[src/hw/fqb_defs.svh]
// Constants of the query table slice: indexes, byte values, own registers
// Assumes a byte address bus where each table entry takes one aligned word
`ifndef FQB_DEFS_SVH
`define FQB_DEFS_SVH

// Bus geometry
`define FQB_AW 10
`define FQB_DW 32

// Table indexes; the byte address is four times the index
`define FQB_IDX_PAGE 8'h4c
`define FQB_IDX_BCNT 8'h4d
`define FQB_IDX_CAP1 8'h4e
`define FQB_IDX_CAP2 8'h4f
`define FQB_IDX_CAP3 8'h50
`define FQB_IDX_CAP4 8'h51
`define FQB_IDX_PREG 8'h52

// Constant table bytes
`define FQB_VAL_PAGE 8'h03
`define FQB_VAL_BCNT 8'h04
`define FQB_VAL_CAP1 8'h01
`define FQB_VAL_CAP2 8'h02
`define FQB_VAL_CAP3 8'h03
`define FQB_VAL_CAP4 8'h07
`define FQB_VAL_PREG 8'h01

// Own control and status registers, by index
`define FQB_IDX_CTRL 8'h60
`define FQB_IDX_RCFG 8'h61
`define FQB_IDX_STAT 8'h62

// Field positions and reset values
`define FQB_CTRL_QRY_BIT 0
`define FQB_CTRL_RST 1'b0
`define FQB_RCFG_BL_LSB 0
`define FQB_RCFG_BL_MSB 2
`define FQB_RCFG_NARROW_BIT 3
`define FQB_RCFG_RST 4'h7
`define FQB_CAP_CODE_MSB 2
`define FQB_BL_CONT 3'h7

`endif

[src/hw/fqb_pkg.sv]
// Types shared by the query table slice
// Assumes fqb_defs.svh is on the include path
package fqb_pkg;
   `include "fqb_defs.svh"

   // One register bus request
   typedef struct packed {
      logic [`FQB_AW-1:0] addr;
      logic [`FQB_DW-1:0] wdata;
      logic wr;
      logic rd;
   } fqb_bus_req_t;

   // Burst setting presented to the read path
   typedef struct packed {
      logic [2:0] code;
      logic cont;
      logic narrow;
      logic [7:0] len_words;
   } fqb_burst_t;

   // Words per burst for a capability code; zero stands for continuous
   function automatic logic [7:0] fqb_burst_words(input logic [2:0] code);
      fqb_burst_words = (code == `FQB_BL_CONT) ? 8'h00 : (8'h02 << code);
   endfunction
endpackage

[src/hw/fqb_burst_cfg.sv]
// Read configuration register: burst length code and word width choice
// Assumes writes arrive as one-cycle strobes from the register bus
`timescale 1ns/1ps
`include "fqb_defs.svh"
module fqb_burst_cfg (
   // Clock and reset
   input wire logic clk,
   input wire logic rst_b,
   // Write port
   input wire logic wr_en,
   input wire logic [3:0] wr_data,
   // Setting
   output logic [3:0] cfg,
   output fqb_pkg::fqb_burst_t burst
);
   import fqb_pkg::*;

   logic [3:0] cfg_ff;
   logic [3:0] nxt_cfg;
   fqb_burst_t burst_ff;
   fqb_burst_t nxt_burst;
   wire logic [2:0] sel_code = nxt_cfg[`FQB_RCFG_BL_MSB:`FQB_RCFG_BL_LSB];

   // Capability code is taken unchanged into the low three bits
   assign nxt_cfg = wr_en ? wr_data : cfg_ff; // see RL6
   assign nxt_burst = '{code: sel_code, cont: (sel_code == `FQB_BL_CONT),
                        narrow: nxt_cfg[`FQB_RCFG_NARROW_BIT],
                        len_words: fqb_burst_words(sel_code)};

   // Register and decoded copy
   always_ff @(posedge clk or negedge rst_b) begin
      if (!rst_b) begin
         cfg_ff <= `FQB_RCFG_RST;
         burst_ff <= '{code: 3'h7, cont: 1'b1, narrow: 1'b0, len_words: 8'h00};
      end else begin
         cfg_ff <= nxt_cfg;
         burst_ff <= nxt_burst;
      end
   end

   assign cfg = cfg_ff;
   assign burst = burst_ff;
endmodule

[src/hw/fqb_cap_rom.sv]
// Constant query bytes of the page and burst capability slice
// Assumes the caller qualifies reads with query mode
`timescale 1ns/1ps
`include "fqb_defs.svh"
module fqb_cap_rom #(
   parameter logic [7:0] PART_REGIONS = `FQB_VAL_PREG
) (
   // Lookup
   input wire logic [7:0] idx,
   output logic [7:0] data,
   output logic hit
);
   import fqb_pkg::*;

   // Index to constant byte; capability codes keep bits 7:3 clear, see RL4
   function automatic logic [8:0] lookup(input logic [7:0] i);
      case (i)
         `FQB_IDX_PAGE: lookup = {1'b1, `FQB_VAL_PAGE}; // see RL1 see RL2
         `FQB_IDX_BCNT: lookup = {1'b1, `FQB_VAL_BCNT}; // see RL3
         `FQB_IDX_CAP1: lookup = {1'b1, `FQB_VAL_CAP1}; // see RL7
         `FQB_IDX_CAP2: lookup = {1'b1, `FQB_VAL_CAP2}; // see RL7
         `FQB_IDX_CAP3: lookup = {1'b1, `FQB_VAL_CAP3}; // see RL7
         `FQB_IDX_CAP4: lookup = {1'b1, `FQB_VAL_CAP4}; // see RL5 see RL7
         `FQB_IDX_PREG: lookup = {1'b1, PART_REGIONS}; // see RL8
         default: lookup = 9'h000;
      endcase
   endfunction

   wire logic [8:0] entry = lookup(idx);
   assign hit = entry[8];
   assign data = entry[7:0];
endmodule

[src/hw/fqb_query_top.sv]
// Query table slice: page and burst capability bytes, partition region count,
// plus query mode control and the read configuration burst bits.
// Assumes a plain register port: one-cycle strobes, read data one cycle later.
//
// Overview of operation
// RL1 - Page capability byte reads 03, eight bytes
// RL2 - Page byte is exponent; zero means no page
// RL3 - Burst field count reads 04
// RL4 - Capability fields: three-bit exponent, upper bits zero
// RL5 - Code seven means continuous linear burst
// RL6 - Capability code loads unchanged into config bits
// RL7 - Fields read 01, 02, 03, 07
// RL8 - Region count byte; zero means single partition
// RL9 - Query reads return constants regardless of history
//
// The address-and-strobe port is this design's own decision.
`timescale 1ns/1ps
`include "fqb_defs.svh"
module fqb_query_top #(
   parameter logic [7:0] PART_REGIONS = `FQB_VAL_PREG
) (
   // Clock and reset
   input wire logic clk,
   input wire logic rst_b,
   // Register bus
   input wire fqb_pkg::fqb_bus_req_t req,
   output logic [`FQB_DW-1:0] rdata,
   // Block state
   output logic query_mode,
   output fqb_pkg::fqb_burst_t burst
);
   import fqb_pkg::*;

   ////////////////////////////////////////////////////////////////////////
   // Address decode

   wire logic [7:0] idx = req.addr[`FQB_AW-1:2];
   wire logic aligned = (req.addr[1:0] == 2'b00);
   wire logic sel_ctrl = aligned && (idx == `FQB_IDX_CTRL);
   wire logic sel_rcfg = aligned && (idx == `FQB_IDX_RCFG);
   wire logic sel_stat = aligned && (idx == `FQB_IDX_STAT);
   wire logic wr_ctrl = req.wr && sel_ctrl;
   wire logic wr_rcfg = req.wr && sel_rcfg;

   ////////////////////////////////////////////////////////////////////////
   // Constant table

   logic [7:0] rom_data;
   logic rom_hit;

   fqb_cap_rom #(
      .PART_REGIONS(PART_REGIONS)
   ) u_rom (
      .idx(idx),
      .data(rom_data),
      .hit(rom_hit)
   );

   logic query_mode_ff;

   // Table bytes appear only in query mode and on aligned words
   wire logic tbl_sel = aligned && rom_hit && query_mode_ff; // see RL9

   ////////////////////////////////////////////////////////////////////////
   // Query mode control

   logic nxt_query_mode;

   assign nxt_query_mode = wr_ctrl ? req.wdata[`FQB_CTRL_QRY_BIT] : query_mode_ff;

   // Query mode flag
   always_ff @(posedge clk or negedge rst_b) begin
      if (!rst_b) begin
         query_mode_ff <= `FQB_CTRL_RST;
      end else begin
         query_mode_ff <= nxt_query_mode;
      end
   end

   ////////////////////////////////////////////////////////////////////////
   // Read configuration

   logic [3:0] rcfg;

   fqb_burst_cfg u_cfg (
      .clk(clk),
      .rst_b(rst_b),
      .wr_en(wr_rcfg), // see RL6
      .wr_data(req.wdata[3:0]),
      .cfg(rcfg),
      .burst(burst)
   );

   ////////////////////////////////////////////////////////////////////////
   // Read data path

   logic [`FQB_DW-1:0] rdata_ff;
   logic [`FQB_DW-1:0] nxt_rdata;

   // Status word: query mode, burst code, continuous flag, width bit, burst words
   wire logic [`FQB_DW-1:0] stat_word = {16'h0000, burst.len_words, 2'b00,
                                         burst.narrow, burst.cont, burst.code,
                                         query_mode_ff};

   // Selection of read data; unmapped reads give zero
   wire logic [`FQB_DW-1:0] rd_word =
      tbl_sel ? {24'h000000, rom_data} : // see RL9
      sel_ctrl ? {31'h00000000, query_mode_ff} :
      sel_rcfg ? {28'h0000000, rcfg} :
      sel_stat ? stat_word :
      32'h00000000;

   // Data stands only in the cycle after the read strobe
   assign nxt_rdata = req.rd ? rd_word : 32'h00000000;

   always_ff @(posedge clk or negedge rst_b) begin
      if (!rst_b) begin
         rdata_ff <= 32'h00000000;
      end else begin
         rdata_ff <= nxt_rdata;
      end
   end

   assign rdata = rdata_ff;
   assign query_mode = query_mode_ff;

   wire logic rd_q = req.rd && query_mode_ff && aligned;
   wire logic [2:0] wr_code = req.wdata[2:0];
endmodule

[config.mk]
export PLATFORM = sky130hd
export DESIGN_NAME = fqb_query_top
export DESIGN_NICKNAME = d
export VERILOG_FILES = /design/src/hw/fqb_pkg.sv /design/src/hw/fqb_burst_cfg.sv /design/src/hw/fqb_cap_rom.sv /design/src/hw/fqb_query_top.sv
export VERILOG_INCLUDE_DIRS = /design/src /design/src/hw
export SDC_FILE = /design/constraint.sdc
export NUM_CORES = 1
export LEC_CHECK = 0
export BUFFER_PORTS_ARGS = -buffer_cell sky130_fd_sc_hd__buf_2
export CAP_MARGIN = 20
export CORE_MARGIN = 3
export CORE_UTILIZATION = 42
export DETAILED_ROUTE_END_ITERATION = 8
export HOLD_SLACK_MARGIN = 0.02
export MAX_ROUTING_LAYER = met4
export PLACE_DENSITY = 0.79
export SYNTH_ARGS = -nofsm -noshare
export SYNTH_HDL_FRONTEND = slang
export SYNTH_HIERARCHICAL = 1
export SYNTH_SLANG_ARGS = --single-unit
[constraint.sdc]
create_clock -name clk -period 1.55 [get_ports clk]
set_clock_uncertainty 0.1 [all_clocks]
set_input_delay 0.31 -clock clk [delete_from_list [all_inputs] [get_ports clk]]
set_output_delay 0.31 -clock clk [all_outputs]
set_load 0.01 [all_outputs]
---- Word-level counts from Yosys, hierarchy flattened ----
Cells that the tools add are included.
storage, ports and cells
  output and inout bits ................... 46
  bits of input ports ..................... 46
  word-level logic and storage cells ...... 37
  bits in registers ....................... 34
cells by class
  reduce and logical (&&, ||, !) cells .... 10
  shifts and indexed selects .............. 1
  muxes and demuxes ....................... 8
  equality and inequality tests ........... 11
operator list
  operator                                              count
  equality test 8 x 7 -> 1 bit (second input constant)  10
  2-to-1 mux 16 bit                                     5
  case mux 9 bit (5 select lines)                       1
  2-to-1 mux 8 bit                                      1
  << shifter 2 x 3 -> 8 bit (first input constant)      1
  logical AND 1 bit                                     7
  2-to-1 mux 4 bit                                      1
  OR reduction 2 bit                                    2
  equality test 3 bit (second input constant)           1
  logical NOT 2 bit                                     1

---- Depth between registers and ports, before layout ----
  word-level depth ........................ 7
  mapped depth ............................ 8
  gate-level depth less buffers ........... 7

---- Hierarchy ----
The synthesis kept the hierarchy.
modules (own cells, without submodules)
  module         instances  seq. area each (µm²)  area an instance (µm²)  cells an instance
  fqb_query_top  1          425.4                 873.3                   76
  fqb_burst_cfg  1          305.3                 450.4                   33
  fqb_cap_rom    1          0.0                   146.4                   22

---- Worst setup path before layout ----
OpenSTA, ideal clock, no wires.
  path kind ............................... input to register
  start ................................... input req[39] in the netlist's numbering
  end ..................................... register u_cfg.burst_ff, in the netlist u_cfg/burst[3]
  arrival ................................. 1.737 ns
  library setup time ...................... 0.086 ns
  slack ................................... -0.373 ns
  stages on the path ...................... 6
  required time ........................... 1.364 ns
  path buffers ............................ 0
  cells stage by stage .................... nor4b_4 nand3b_4 nor2_1 mux2i_2 inv_2 nor3_1
RTL lines
  element                 line                 source
  start: declaration      fqb_query_top.sv:26  input wire fqb_pkg::fqb_bus_req_t req,
  end signal: assignment  fqb_burst_cfg.sv:34  burst_ff <= '{code: 3'h7, cont: 1'b1, narrow: 1'b0, len_words: 8'h00};
  end signal: assignment  fqb_burst_cfg.sv:37  burst_ff <= nxt_burst;
  end: declaration        fqb_burst_cfg.sv:20  fqb_burst_t burst_ff;

==> flow_metrics.env <==
export IMPL_status="finished with violations"
export IMPL_violations="setup timing"
export IMPL_die_w_um=65.17
export IMPL_start_kind="input pin"
export IMPL_finalCriticalPeriod_ns=1.555
export IMPL_synth_edf_count=0
export IMPL_async_flop_share_pct=100.0
export IMPL_path_clk_slew_ns=0.10
export IMPL_antenna_found_initial=0
export IMPL_synth_simple_area_share_pct=24.17
export IMPL_crit_start="req[39]"
export IMPL_ys_seq_elements=29
export IMPL_relSlewSlack_pct=61.00
export IMPL_synthCells=131
export IMPL_placed_area_um2=1785
export IMPL_yosysWarningCount=6
export IMPL_drc=0
export IMPL_synthMuxAreaShare_pct=5.021
export IMPL_synth_compound_area_share_pct=5.277
export IMPL_final_area_um2=1971
export IMPL_synth_seq_area_share_pct=49.70
export IMPL_register_area_um2=730.7
export IMPL_start_util_pct=45.90
export IMPL_synth_adder_area_share_pct=0
export IMPL_finalCritPeriodShare_pct=100.3
export IMPL_cts_tree="done"
export IMPL_crit_type="in -> reg"
export IMPL_dr_pass1_iters=4
export IMPL_grt_pass1_vias=1004
export IMPL_clk_latency_ns=0.33
export IMPL_rr_startpoint="query_mode$_DFFE_PN0P_"
export IMPL_reg2reg_depth=5
export IMPL_ys_types=36
export IMPL_worstPathRequired_ns=1.71
export IMPL_syn_area_um2=1470
export IMPL_wl_per_cell_um=12.42
export IMPL_clk_path_buf_depth=2
export IMPL_htreeDepth=2
export IMPL_drt_initial_drc_count=33
export IMPL_design_die_area_um2=4246
export IMPL_fin_cells=244
export IMPL_dp_hpwl_um=2183
export IMPL_gp_congestion=0.7870
export IMPL_port_buffers=46
export IMPL_cpMaxStageDelayCell="mux2i_4"
export IMPL_fmax_mhz=642.9
export IMPL_final_cell_mix="43 x buf_2, 25 x dfrtp_1, 22 x conb_1, 22 x buf_4, 10 x and2_1"
export IMPL_finalSetupTns_ns=-0.005374
export IMPL_hold_class="in -> reg"
export IMPL_hold_slack_ns=0.1169
export IMPL_multi_input_area_um2=681.9
export IMPL_dp_cells=230
export IMPL_die_h_um=65.17
export IMPL_layout_drive_gt1_share_pct=54.00
export IMPL_fillCellCount=277
export IMPL_crit_chain="buf_8 > nor4b_4 > nand3b_4 > nor2_4 > mux2i_4 > inv_4 > nor3_2"
export IMPL_core_rowCount=20
export IMPL_num_vias=1115
export IMPL_synth_top_family_by_area="simple AND/OR/NAND/NOR gates"
export IMPL_end_kind="flop"
export IMPL_setup_viol=1
export IMPL_max_cap_violations=0
export IMPL_diodes=0
export IMPL_slew_viol_final=0
export IMPL_ys_flop_type="dfrtp_1"
export IMPL_grt_usage_pct=15.32
export IMPL_via_per_inst=4.570
export IMPL_hold_viol=0
export IMPL_path_max_fanout=5
export IMPL_ios=92
export IMPL_core_area_um2=3203
export IMPL_crit_end="u_cfg/burst[1]$_DFF_PN0_"
export IMPL_worstMarginPinSlew_ns=0.5850
export IMPL_r2r_slack_ns=0.11
export IMPL_root_buffer="clkbuf_4"
export IMPL_power_density_nw_per_um2=688.2
export IMPL_nNetsFinal=245
export IMPL_grt_pass1_wl_um=4664
export IMPL_rsz0062_at_grt="true"
export IMPL_irDropWorstVdd_mv=0.2776
export IMPL_setup_ws_ns=-0.005374
export IMPL_finalWirelength_um=3031
export IMPL_layout_cells_most_common="buf_2"
export IMPL_areaGrowthSynthToFinish_pct=34.04
export IMPL_max_stage_delay_ns=0.35
export IMPL_p_leak_nw=1.037
export IMPL_synth_avg_cell_area_um2=11.22
export IMPL_synth_xor_xnor_area_share_pct=0
export IMPL_arrival_ns=1.71
export IMPL_ant_nets=0
export IMPL_grt_max_degree=30
export IMPL_grt_overflow=0
export IMPL_cts_sinks=29
export IMPL_rr_endpoint="rdata[4]$_DFF_PN0_"
export IMPL_cts_buffers=5
[logic make-up after synthesis]
group / Yosys count
AO/OA/AOI/OAI: 10
flip-flops: 29
other: 3
AND/OR/NAND/NOR: 52
multiplexers: 6
buffers and inverters: 31
[stage by stage]
| stage | setup WS, ns | utilization, % | total power [mW] |
|---|---|---|---|
| floorplan | -0.1686 | - | 0.8811 |
| global placement | -0.3643 | 55.74 | 0.9146 |
| detailed placement | -0.3892 | 55.74 | 0.9170 |
| CTS | 0.004305 | 58.28 | 1.355 |
| global route | -0.07134 | 61.52 | 1.430 |
| finish | -0.005374 | 61.52 | 1.356 |
[sequential cells by signal, indices dropped and copies added (netlist names)]
name	cells
query_mode	1
rdata	16
u_cfg/burst	10
u_cfg/cfg	2
[worst max-delay path: cells and delay by family]
kind	cells	cell delay, ns
simple gates	4	0.86
buf+inv	2	0.20
mux	1	0.35
[worst min-delay path by stage]
stage | startpoint | to | slack (ns) | depth (start not counted)
global route | req[5] | u_cfg/burst[8]$_DFFE_PN0P_ | 0.11 | 2
CTS | req[5] | u_cfg/burst[8]$_DFFE_PN0P_ | 0.11 | 2
finish | req[5] | u_cfg/burst[8]$_DFFE_PN0P_ | 0.12 | 2
floorplan | rst_b | query_mode$_DFFE_PN0P_ | -0.09 | 0
global placement | rst_b | rdata[3]$_DFF_PN0_ | 0.25 | 1
detailed placement | rst_b | rdata[3]$_DFF_PN0_ | 0.25 | 1
[timing repair]
item	in CTS	in global routing
cloned	0	0
hold endpoints to repair	25	0
endpoints found under the setup margin	4	11
buffers inserted	1	6
gates resized for setup	1	21
pin swaps	2	11
hold buffers	1	0
[layout make-up]
| class | count | area share, % |
|---|---|---|
| sequential | 29 | 37.08 |
| inverter | 4 | 1.016 |
| timing repair buffer | 69 | 21.71 |
| tap | 44 | 2.794 |
| clock inverter | 3 | 0.8889 |
| multi-input combinational | 90 | 34.60 |
| clock buffer | 5 | 1.905 |
[Yosys cell counts (2+ instances only)]
| cell type | n | area share [%] |
|---|---|---|
| nand2b_1 | 3 | 1.3 |
| inv_2 | 3 | 0.77 |
| a21oi_1 | 3 | 1.0 |
| conb_1 | 3 | 0.77 |
| nand3b_1 | 2 | 1.0 |
| dfstp_2 | 4 | 7.1 |
| nor3_1 | 9 | 3.1 |
| and2_1 | 10 | 4.3 |
| dfrtp_1 | 25 | 43 |
| mux2i_2 | 3 | 2.8 |
| nand2_1 | 5 | 1.3 |
| a22o_1 | 2 | 1.2 |
| nor2_1 | 6 | 1.5 |
| and2_0 | 2 | 0.85 |
| buf_4 | 26 | 13 |
| nand3_1 | 3 | 1.0 |
| a221o_1 | 3 | 2.0 |
[routing by layer]
layer	share of wire [%]	GRT usage, %	vias to the layer above
li1	-	-	528
met5	0	-	-
met2	47	23.26	54
met1	41	17.98	525
met4	3.0	9.585	0
met3	8.5	4.274	8
[power breakdown]
part	switching (mW)	internal, mW	leakage (nW)
Clock	0.267	0.170	0.0310
Combinational	0.0886	0.0647	0.621
Sequential	0.00398	0.762	0.385
Total	0.359	0.997	1.04
No activity file was read; power rests on OpenSTA's default activity.
